<file path="config.mk">
export PLATFORM = sky130hd
export DESIGN_NAME = fcc_cmd_ctrl
export DESIGN_NICKNAME = d
export VERILOG_FILES = /design/src/core/fcc_pkg.sv /design/src/core/fcc_evt_flag.sv /design/src/core/fcc_cmd_ctrl.sv
export SDC_FILE = /design/constraint.sdc
export NUM_CORES = 1
export LEC_CHECK = 0
export ABC_AREA = 1
export BUFFER_PORTS_ARGS = -buffer_cell sky130_fd_sc_hd__clkbuf_2
export CORE_ASPECT_RATIO = 0.75
export CORE_MARGIN = 2
export CORE_UTILIZATION = 25
export DETAILED_ROUTE_END_ITERATION = 7
export GPL_ROUTABILITY_DRIVEN = 0
export HOLD_SLACK_MARGIN = 0.1
export PLACE_DENSITY = 0.49
export SYNTH_ARGS = -nofsm -noshare
export SYNTH_HDL_FRONTEND = slang
export SYNTH_SLANG_ARGS = --single-unit
</file>
<file path="constraint.sdc">
create_clock -name i_clk -period 2.77 [get_ports i_clk]
set_input_delay 0.1385 -clock i_clk [delete_from_list [all_inputs] [get_ports i_clk]]
set_output_delay 0.1385 -clock i_clk [all_outputs]
set_load 0.05 [all_outputs]
</file>
<file path="src/core/fcc_pkg.sv">
/*
 * Shared constants and carrier types for the flash command control and
 * status block: register offsets, field positions, command codes, reset
 * values and the packed structs that carry the register bus and the
 * flash command bus.
 * Assumes a 32-bit register bus with byte offsets and a single clock.
 */
package fcc_pkg;

	// Register bus geometry.
	localparam int FCC_ADDR_W = 12;
	localparam int FCC_DATA_W = 32;

	// Byte offsets of the registers that this port answers.
	localparam logic [FCC_ADDR_W-1:0] FCC_OFF_EVT_CLR = 12'h00c;
	localparam logic [FCC_ADDR_W-1:0] FCC_OFF_CTRL = 12'h014;
	localparam logic [FCC_ADDR_W-1:0] FCC_OFF_STATE = 12'h018;
	localparam logic [FCC_ADDR_W-1:0] FCC_OFF_ADDR = 12'h01c;
	localparam logic [FCC_ADDR_W-1:0] FCC_OFF_WORD_LOW = 12'h020;

	// Control register fields.
	localparam int FCC_CTRL_ABORT_BIT = 4;
	localparam int FCC_CTRL_CMD_LSB = 0;
	localparam int FCC_CMD_W = 3;

	// Status register fields.
	localparam int FCC_ST_LOCK_BIT = 5;
	localparam int FCC_ST_DONE_BIT = 4;
	localparam int FCC_ST_FAIL_BIT = 3;
	localparam int FCC_ST_OK_BIT = 2;
	localparam int FCC_ST_TAKEN_BIT = 1;
	localparam int FCC_ST_QUEUED_BIT = 0;

	// Event clear register fields.
	localparam int FCC_EC_OK_BIT = 1;
	localparam int FCC_EC_FAIL_BIT = 2;

	// Flash address width.
	localparam int FCC_FADDR_W = 22;

	// Command codes.
	localparam logic [2:0] FCC_CMD_NONE = 3'h0;
	localparam logic [2:0] FCC_CMD_READ = 3'h1;
	localparam logic [2:0] FCC_CMD_WRITE = 3'h2;
	localparam logic [2:0] FCC_CMD_ROW_WRITE = 3'h3;
	localparam logic [2:0] FCC_CMD_ERASE = 3'h4;
	localparam logic [2:0] FCC_CMD_FULL_ERASE = 3'h7;

	// Values after reset.
	localparam logic [31:0] FCC_RST_WORD = 32'h0000_0000;
	localparam logic [21:0] FCC_RST_FADDR = 22'h00_0000;

	// Index of each sticky event flag.
	localparam int FCC_FLAG_OK = 0;
	localparam int FCC_FLAG_FAIL = 1;
	localparam int FCC_FLAG_DONE = 2;
	localparam int FCC_NUM_FLAGS = 3;

	// Register bus request from the requester.
	typedef struct packed {
		logic sel;
		logic enable;
		logic write;
		logic [FCC_ADDR_W-1:0] addr;
		logic [FCC_DATA_W-1:0] wdata;
	} fcc_apb_req_t;

	// Command toward the flash command bus.
	typedef struct packed {
		logic valid;
		logic [FCC_CMD_W-1:0] cmd;
		logic [FCC_FADDR_W-1:0] addr;
		logic [FCC_DATA_W-1:0] wdata;
		logic abort;
	} fcc_fcb_req_t;

	// Answer from the flash command bus.
	typedef struct packed {
		logic accept;
		logic done;
		logic fail;
		logic [FCC_DATA_W-1:0] rdata;
	} fcc_fcb_rsp_t;

endpackage : fcc_pkg

</file>
<file path="src/core/fcc_evt_flag.sv">
/*
 * One sticky event flag: a pulse sets it, a software clear pulse clears it.
 * Assumes both pulses are synchronous to i_clk; a set in the clear cycle wins.
 */
`timescale 1ns/1ps
module fcc_evt_flag import fcc_pkg::*; (
	// Clock and reset.
	input wire logic i_clk,
	input wire logic i_rst_n,
	// Event and clear pulses.
	input wire logic i_set,
	input wire logic i_clr,
	// Flag level.
	output logic o_flag
);

	// Held flag and its next value.
	logic flag_reg;
	logic flag_next;

	// The set is tested last so an event that lands on a clear is kept.
	always_comb begin
		flag_next = flag_reg;
		if (i_clr) begin
			flag_next = 1'b0;
		end
		if (i_set) begin
			flag_next = 1'b1;
		end
	end

	// Register the flag.
	always_ff @(posedge i_clk) begin
		if (!i_rst_n) begin
			flag_reg <= 1'b0;
		end else begin
			flag_reg <= flag_next;
		end
	end

	assign o_flag = flag_reg;

endmodule : fcc_evt_flag

</file>
<file path="src/core/fcc_cmd_ctrl.sv">
/*
 * Per-port command control and status logic of a flash controller.
 * Holds the control, status, event clear, address and low data word
 * registers of one register-bus port, queues commands toward the flash
 * command bus and tracks acceptance, completion and abort.
 * Assumes a single clock, an arbitration lock level from the other host
 * port, and a flash that answers accept, done and fail as one-cycle pulses.
 */
`timescale 1ns/1ps
// How it works
// Control bit 4 requests abort of own command.
// Abort acts only while command taken flag set.
// Abort write ignores the command code field.
// Abort bit reads back the abort request.
// Valid code starts command with address, data.
// Codes 1,2,3 are read, write, row write.
// Software erases region before any write.
// Codes 4 and 7 are sector, full erase.
// Reserved codes 0, 5, 6 do nothing.
// Acceptance clears code, sets command taken flag.
// Code field reads the still pending command.
// Each port owns its status register.
// Lock bit shows host lock; holds commands.
// Done bit set on finish, cleared by clears.
// Fail bit follows fail event and clear.
// Ok bit reads one when success event set.
// Ok bit clears with success event clear.
// Taken flag clears unless newer command taken.
// Queued flag while waiting or abort requested.
// Reserved bits read zero, writes ignored.
module fcc_cmd_ctrl import fcc_pkg::*; (
	// Clock and reset.
	input wire logic i_clk,
	input wire logic i_rst_n,
	// Register bus.
	input wire fcc_apb_req_t i_apb,
	output logic [FCC_DATA_W-1:0] o_prdata,
	output logic o_pready,
	output logic o_pslverr,
	// Flash command bus.
	output fcc_fcb_req_t o_fcb,
	input wire fcc_fcb_rsp_t i_fcb,
	// Arbitration lock held by the other host port.
	input wire logic i_host_lock
);

	// Pending command code and abort request.
	logic [FCC_CMD_W-1:0] cmd_reg;
	logic [FCC_CMD_W-1:0] cmd_next;
	logic abort_reg;
	logic abort_next;
	// Command taken flag and a command in flight on the flash bus.
	logic taken_reg;
	logic taken_next;
	logic busy_reg;
	logic busy_next;
	// Code of the command in flight, used to route read data.
	logic [FCC_CMD_W-1:0] flight_reg;
	logic [FCC_CMD_W-1:0] flight_next;
	// Sampled lock level.
	logic lock_reg;
	logic lock_next;
	// Address and low data word.
	logic [FCC_FADDR_W-1:0] addr_reg;
	logic [FCC_FADDR_W-1:0] addr_next;
	logic [FCC_DATA_W-1:0] word_reg;
	logic [FCC_DATA_W-1:0] word_next;
	// Flash bus request register.
	fcc_fcb_req_t fcb_reg;
	fcc_fcb_req_t fcb_next;
	// Bus answer registers.
	logic [FCC_DATA_W-1:0] prdata_reg;
	logic [FCC_DATA_W-1:0] prdata_next;
	logic pready_reg;
	logic pready_next;
	logic pslverr_reg;
	logic pslverr_next;
	// Sticky event flags: ok, fail, done.
	logic [FCC_NUM_FLAGS-1:0] flag_set;
	logic [FCC_NUM_FLAGS-1:0] flag_clr;
	logic [FCC_NUM_FLAGS-1:0] flag_q;

	// Decoded bus strobes.
	logic wr_en;
	logic wr_ctrl;
	logic wr_evt;
	logic clr_ok;
	logic clr_fail;
	logic accept_now;
	logic done_now;
	logic [FCC_DATA_W-1:0] state_word;

	// True for the five codes that start a flash command.
	function automatic logic cmd_valid(input logic [FCC_CMD_W-1:0] code);
		cmd_valid = (code == FCC_CMD_READ) || (code == FCC_CMD_WRITE) ||
			(code == FCC_CMD_ROW_WRITE) || (code == FCC_CMD_ERASE) ||
			(code == FCC_CMD_FULL_ERASE);
	endfunction : cmd_valid

	// Writes take effect in the access phase; pready is always high there.
	assign wr_en = i_apb.sel && i_apb.enable && i_apb.write;
	assign wr_ctrl = wr_en && (i_apb.addr == FCC_OFF_CTRL);
	assign wr_evt = wr_en && (i_apb.addr == FCC_OFF_EVT_CLR);
	assign clr_ok = wr_evt && i_apb.wdata[FCC_EC_OK_BIT];
	assign clr_fail = wr_evt && i_apb.wdata[FCC_EC_FAIL_BIT];
	// Only an answer to a request we really drive counts as acceptance.
	assign accept_now = fcb_reg.valid && i_fcb.accept;
	assign done_now = busy_reg && i_fcb.done;

	// Status word, private to this port; reserved bits stay zero.
	// own status copy
	always_comb begin
		state_word = FCC_RST_WORD;
		// lock bit
		state_word[FCC_ST_LOCK_BIT] = lock_reg;
		// done bit
		state_word[FCC_ST_DONE_BIT] = flag_q[FCC_FLAG_DONE];
		// fail bit
		state_word[FCC_ST_FAIL_BIT] = flag_q[FCC_FLAG_FAIL];
		// ok bit
		state_word[FCC_ST_OK_BIT] = flag_q[FCC_FLAG_OK];
		state_word[FCC_ST_TAKEN_BIT] = taken_reg;
		// queued bit
		state_word[FCC_ST_QUEUED_BIT] = (cmd_reg != FCC_CMD_NONE) || abort_reg;
	end

	// Sticky flags; the done flag falls with either event clear.
	always_comb begin
		flag_set[FCC_FLAG_OK] = done_now && !i_fcb.fail;
		flag_set[FCC_FLAG_FAIL] = done_now && i_fcb.fail;
		flag_set[FCC_FLAG_DONE] = done_now;
		// ok clear
		flag_clr[FCC_FLAG_OK] = clr_ok;
		// fail clear
		flag_clr[FCC_FLAG_FAIL] = clr_fail;
		// done clear
		flag_clr[FCC_FLAG_DONE] = clr_ok || clr_fail;
	end

	// One flag cell per event.
	for (genvar g = 0; g < FCC_NUM_FLAGS; g++) begin : g_flag
		fcc_evt_flag u_flag (
			.i_clk(i_clk),
			.i_rst_n(i_rst_n),
			.i_set(flag_set[g]),
			.i_clr(flag_clr[g]),
			.o_flag(flag_q[g])
		);
	end

	// Command, abort and acceptance tracking.
	always_comb begin
		cmd_next = cmd_reg;
		abort_next = abort_reg;
		taken_next = taken_reg;
		busy_next = busy_reg;
		flight_next = flight_reg;
		lock_next = i_host_lock;
		// A finished command frees the flash and ends any abort.
		if (done_now) begin
			busy_next = 1'b0;
			abort_next = 1'b0;
		end
		if (wr_ctrl) begin
			if (i_apb.wdata[FCC_CTRL_ABORT_BIT]) begin
				// abort request
				// abort gated by taken
				// code ignored
				if (taken_reg && busy_reg && !done_now) begin
					abort_next = 1'b1;
				end
			end else if (cmd_reg == FCC_CMD_NONE) begin
				// start command
				// read and writes
				// erases
				// reserved ignored
				if (cmd_valid(i_apb.wdata[FCC_CMD_W-1:0])) begin
					cmd_next = i_apb.wdata[FCC_CMD_W-1:0];
				end
			end
		end
		// Clearing either event drops the taken flag unless a newer command is in flight.
		if (clr_ok || clr_fail) begin
			// taken clear
			taken_next = busy_next;
		end
		// acceptance
		if (accept_now) begin
			cmd_next = FCC_CMD_NONE;
			taken_next = 1'b1;
			busy_next = 1'b1;
			flight_next = fcb_reg.cmd;
		end
	end

	// Flash bus request; the lock and a busy flash hold queued commands back.
	always_comb begin
		fcb_next.cmd = cmd_next;
		fcb_next.addr = addr_reg;
		fcb_next.wdata = word_reg;
		fcb_next.abort = abort_next;
		// lock holds request
		fcb_next.valid = (cmd_next != FCC_CMD_NONE) && !i_host_lock && !busy_next;
	end

	// Address and data words; a read that completes without fail fills the low word.
	always_comb begin
		addr_next = addr_reg;
		word_next = word_reg;
		if (wr_en && (i_apb.addr == FCC_OFF_ADDR)) begin
			addr_next = i_apb.wdata[FCC_FADDR_W-1:0];
		end
		if (wr_en && (i_apb.addr == FCC_OFF_WORD_LOW)) begin
			word_next = i_apb.wdata;
		end
		if (done_now && !i_fcb.fail && (flight_reg == FCC_CMD_READ)) begin
			word_next = i_fcb.rdata;
		end
	end

	// Read answer, prepared in the setup phase so outputs come from flops.
	always_comb begin
		prdata_next = FCC_RST_WORD;
		pready_next = i_apb.sel && !i_apb.enable;
		pslverr_next = 1'b0;
		// reserved bits zero
		if (i_apb.addr == FCC_OFF_CTRL) begin
			// abort readback
			prdata_next[FCC_CTRL_ABORT_BIT] = abort_reg;
			// pending code
			prdata_next[FCC_CMD_W-1:0] = cmd_reg;
		end else if (i_apb.addr == FCC_OFF_STATE) begin
			prdata_next = state_word;
		end else if (i_apb.addr == FCC_OFF_EVT_CLR) begin
			prdata_next[FCC_EC_OK_BIT] = flag_q[FCC_FLAG_OK];
			prdata_next[FCC_EC_FAIL_BIT] = flag_q[FCC_FLAG_FAIL];
		end else if (i_apb.addr == FCC_OFF_ADDR) begin
			prdata_next[FCC_FADDR_W-1:0] = addr_reg;
		end else if (i_apb.addr == FCC_OFF_WORD_LOW) begin
			prdata_next = word_reg;
		end else begin
			pslverr_next = pready_next;
		end
		if (!pready_next) begin
			prdata_next = FCC_RST_WORD;
		end
	end

	// Register every group.
	always_ff @(posedge i_clk) begin
		if (!i_rst_n) begin
			cmd_reg <= FCC_CMD_NONE;
			abort_reg <= 1'b0;
			taken_reg <= 1'b0;
			busy_reg <= 1'b0;
			flight_reg <= FCC_CMD_NONE;
			lock_reg <= 1'b0;
			addr_reg <= FCC_RST_FADDR;
			word_reg <= FCC_RST_WORD;
			fcb_reg <= '0;
			prdata_reg <= FCC_RST_WORD;
			pready_reg <= 1'b0;
			pslverr_reg <= 1'b0;
		end else begin
			cmd_reg <= cmd_next;
			abort_reg <= abort_next;
			taken_reg <= taken_next;
			busy_reg <= busy_next;
			flight_reg <= flight_next;
			lock_reg <= lock_next;
			addr_reg <= addr_next;
			word_reg <= word_next;
			fcb_reg <= fcb_next;
			prdata_reg <= prdata_next;
			pready_reg <= pready_next;
			pslverr_reg <= pslverr_next;
		end
	end

	assign o_fcb = fcb_reg;
	assign o_prdata = prdata_reg;
	assign o_pready = pready_reg;
	assign o_pslverr = pslverr_reg;

	// An abort request only ever stands behind a taken command.
	a_abort_gated: assert property (@(posedge i_clk) disable iff (!i_rst_n)
		abort_reg |-> taken_reg)
		else $error("abort held without a taken command");

	// An abort write must not load a command code.
	a_abort_no_cmd: assert property (@(posedge i_clk) disable iff (!i_rst_n)
		(wr_ctrl && i_apb.wdata[FCC_CTRL_ABORT_BIT] && !accept_now)
		|=> (cmd_reg == $past(cmd_reg)))
		else $error("abort write changed the command code");

	// A valid code into an empty slot is held as the pending command.
	a_cmd_load: assert property (@(posedge i_clk) disable iff (!i_rst_n)
		(wr_ctrl && !i_apb.wdata[FCC_CTRL_ABORT_BIT] && (cmd_reg == FCC_CMD_NONE) &&
		cmd_valid(i_apb.wdata[FCC_CMD_W-1:0]))
		|=> (cmd_reg == $past(i_apb.wdata[FCC_CMD_W-1:0])))
		else $error("valid command code not taken");

	// Reserved codes leave the slot empty.
	a_resv_ignore: assert property (@(posedge i_clk) disable iff (!i_rst_n)
		(wr_ctrl && (cmd_reg == FCC_CMD_NONE) && !cmd_valid(i_apb.wdata[FCC_CMD_W-1:0]))
		|=> (cmd_reg == FCC_CMD_NONE) && !fcb_reg.valid)
		else $error("reserved code queued a command");

	// Acceptance empties the slot and raises the taken flag.
	a_accept_clear: assert property (@(posedge i_clk) disable iff (!i_rst_n)
		accept_now |=> (cmd_reg == FCC_CMD_NONE) && taken_reg && !fcb_reg.valid)
		else $error("acceptance did not clear code or set taken");

	// The lock holds the request low on the next edge.
	a_lock_hold: assert property (@(posedge i_clk) disable iff (!i_rst_n)
		i_host_lock |=> !fcb_reg.valid ##0 lock_reg)
		else $error("request raised under host lock");

	// Completion shows as done and as exactly one of ok or fail.
	a_done_set: assert property (@(posedge i_clk) disable iff (!i_rst_n)
		done_now |=> flag_q[FCC_FLAG_DONE] && (flag_q[FCC_FLAG_OK] != flag_q[FCC_FLAG_FAIL]))
		else $error("completion not reported");

	// A fail clear with no new completion drops the fail and done bits.
	a_fail_clear: assert property (@(posedge i_clk) disable iff (!i_rst_n)
		(clr_fail && !done_now) |=> !state_word[FCC_ST_FAIL_BIT] && !state_word[FCC_ST_DONE_BIT])
		else $error("fail clear ignored");

	// An ok clear with no new completion drops the ok bit.
	a_ok_clear: assert property (@(posedge i_clk) disable iff (!i_rst_n)
		(clr_ok && !done_now) |=> !state_word[FCC_ST_OK_BIT])
		else $error("ok clear ignored");

	// The taken flag survives a clear while a newer command is in flight.
	a_taken_keep: assert property (@(posedge i_clk) disable iff (!i_rst_n)
		((clr_ok || clr_fail) && busy_reg && !done_now) |=> taken_reg)
		else $error("taken flag lost with command in flight");

	// Acceptance without abort leaves nothing queued.
	a_queued_drop: assert property (@(posedge i_clk) disable iff (!i_rst_n)
		(accept_now && !abort_next) |=> !state_word[FCC_ST_QUEUED_BIT])
		else $error("queued bit stuck after acceptance");

endmodule : fcc_cmd_ctrl

</file>
==> key figures <==
Outcome
  • Status: complete, no violations

Worst setup path
  • Critical path cell sequence: dlygate4sd3_1 > clkbuf_2 > nand2_1 > nor2_1 > nand3_4 > buf_4 > mux2i_1 > dlygate4sd3_1 > a21oi_1
  • Max incr delay on CP: 0.58 ns
  • Crit path arrival time: 2.64 ns
  • Crit-path most repeated cell: dlygate4sd3_1
  • Crit path required time: 3.07 ns
  • Crit end category: register
  • CP top delay family: buffers and inverters
  • Slowest stage cell, crit path: dlygate4sd3_1
  • Crit-path max FO: 61
  • CP Class: in -> reg
  • WP buf/inv: 4
  • Worst Setup Start Kind: input pin

STA
  • Final Hold Fails: 0
  • Clock Skew: 0.00744 ns
  • Final setup TNS: 0 ns
  • Worst hold slack: 0.110 ns
  • Slew HR: 30.3%
  • Fin crit period: 2.33 ns
  • Period utilization: 84.2%
  • Fmax: 0.429 GHz
  • Final setup fails: 0
  • Final-report max-slew violation count: 0
  • Final worst slack: 0.439 ns
  • Measured slew at the worst slew-check pin: 1.05 ns
  • RSZ-0062 raised after global routing: false

Clocking
  • CTS Sinks: 156
  • Root Buffer: clkbuf_16
  • # Post-CTS Setup Buffers: 0
  • Post-CTS resize count: 0
  • Number of buffers on the longest clock path: 2
  • Clock slew at the register clock pins of the worst setup and hold paths: 0.07 ns
  • H-tree levels: 4
  • Inserted Clock Buffers: 17
  • CTS tree: done
  • Clock latency on the worst-skew pair: 0.42 ns
  • Post-CTS Hold Fix Bufs: 67

Synthesis
  • Syn nets: 833
  • #FFs+latches synth: 156
  • Mapped cell area: 5840 µm²
  • Post-synthesis cell type count: 31
  • Register area share after synthesis: 53.5%
  • Yosys warns: 0
  • Synth top area share: 53.5%
  • EDFF count, synth: 0
  • Post-synth top area cell: dfxtp_1
  • Top FF cell, synth: dfxtp_1
  • Syn Area/Cell: 7.80 µm²
  • Async SR Flop Fraction: 0%
  • Mapped Cells: 748
  • Synth top area cells: dfxtp_1 (54%), inv_1 (9.6%), nand2_1 (9.5%)

GRT
  • Grt met1 use: 18.8%
  • Largest net degree at the start of global routing: 104
  • Grt ovf: 0
  • M2 GR Usage: 21.0%
  • Most used routing layer in global routing: met2
  • First-pass GRT wire length: 26.6 mm
  • Vias in the first global route: 5063
  • Met3 Use GR: 4.58%
  • GRT Overall Usage: 13.7%
  • Initial antenna violation count: 0

Floorplanning
  • Die width: 180 µm
  • CORE AREA: 22900 µm²
  • DIE HEIGHT: 136 µm
  • Site Rows: 48
  • Starting Density: 25.4%
  • I/O pins: 178
  • Die Area: 24600 µm²

Drt
  • Drt pass-1 iters: 5
  • Vias/cell: 4.10
  • Drt drc: 0
  • Final WL: 16.6 mm
  • Iter 0 DRT Violations: 226
  • DR WL/cell: 12.8 µm
  • Antenna viol nets, final: 0
  • Vias after detailed routing: 5313

Finish
  • Area grow syn2layout: 41.3%
  • Layout Utilization: 36.0%
  • Fill count: 2472
  • NumNets Final: 1069
  • Area taken by multi-input logic gates: 1990 µm²
  • Antenna Cells: 0
  • Sequential cell area: 3120 µm²
  • Final Cell Area: 8250 µm²
  • Layout cells sized above 1: 22.7%
  • Max reg flops: 59

Placement
  • Detailed placement HPWL: 11.1 mm
  • Worst slack, placed: 0.497 ns
  • Placed instance area: 7000 µm²
  • PortBufs: 177

Min path
  • Hold Crit Class: in -> reg

Power and ir drop
  • Power per cell area: 588 nW/µm²
  • Pleak: 4.17 nW
  • Peak VDD IR: 0.364 mV

Run
  • Max cap viols: 0
report_power, final:
| part | internal, W | switching, W | leakage, nW |
|---|---|---|---|
| registers | 0.00224 | 0.000000691 | 1.26 |
| logic | 0.000129 | 0.000119 | 2.63 |
| clock network | 0.00141 | 0.000944 | 0.279 |
| total | 0.00378 | 0.00106 | 4.17 |
cells by family after synthesis:
group / share of synthesized area (%)
AO/OA/AOI/OAI: 12.5
buffers and inverters: 12.5
multiplexers: 2.23
AND/OR/NAND/NOR: 19.2
flip-flops: 53.5
final timing paths:
check / from / end / slack [ns] / depth (start not counted)
worst max register to register: busy_reg / word_reg[29] / 0.44 / 8
worst min-delay path: i_fcb[31] / word_reg[31] / 0.11 / 5
worst max-delay path: i_fcb[33] / word_reg[11] / 0.44 / 9
worst min register to register: addr_reg[0] / o_fcb[33] / 0.44 / 2
routing by layer:
metal | vias to the layer above | wire length [µm]
li1 | 2797 | -
met1 | 2381 | 8390
met2 | 129 | 7170
met3 | 6 | 908
met4 | 0 | 86
met5 | - | 0
layout make-up:
cell class | count | share of cell area, %
clock buffers | 19 | 5.25
clock inverters | 11 | 1.77
inverters | 151 | 6.87
multi-input cells | 409 | 24.2
flip-flops and latches | 156 | 37.9
well taps | 300 | 4.55
repair buffers | 249 | 19.5
worst reg2reg max path: cells and delay by family, from the launching register on:
family,cells,cell delay (ns)
DFF,1,0.35
buffers and inverters,2,0.92
AOI/OAI and AO/OA,2,0.43
and+or+nand+nor,4,0.56
cell usage in the layout, fill, tap and decap left out, types with 5 or more instances in the layout:
master / synthesis / routed
a21oi_1: 53 / 53
buf_4: 4 / 5
clkbuf_16: 0 / 17
clkbuf_2: 0 / 176
dfxtp_1: 156 / 156
dlygate4sd3_1: 0 / 67
inv_1: 149 / 149
mux2i_1: 13 / 13
nand2_1: 148 / 148
nand3_1: 34 / 33
nand4_1: 7 / 7
nor2_1: 39 / 39
nor3_1: 6 / 6
o21ai_0: 85 / 85
metrics by stage:
| step | power, W | cells |
|---|---|---|
| global placement | 0.00247 | 1198 |
| finish | 0.00485 | 1295 |
| global route | 0.00505 | 1295 |
| floorplan | 0.00238 | 748 |
| detailed placement | 0.00247 | 1198 |
| CTS | 0.00492 | 1295 |
synthesized netlist by cell type (4+ instances only):
master / number
clkbuf_1: 19
inv_1: 149
mux2i_1: 13
nor2_1: 39
a21oi_1: 53
nand4_1: 7
nand3_1: 34
buf_4: 4
dfxtp_1: 156
o21ai_0: 85
buf_2: 6
nor3_1: 6
nand2_1: 148
Note: power is estimated with default switching activity, not from simulation.
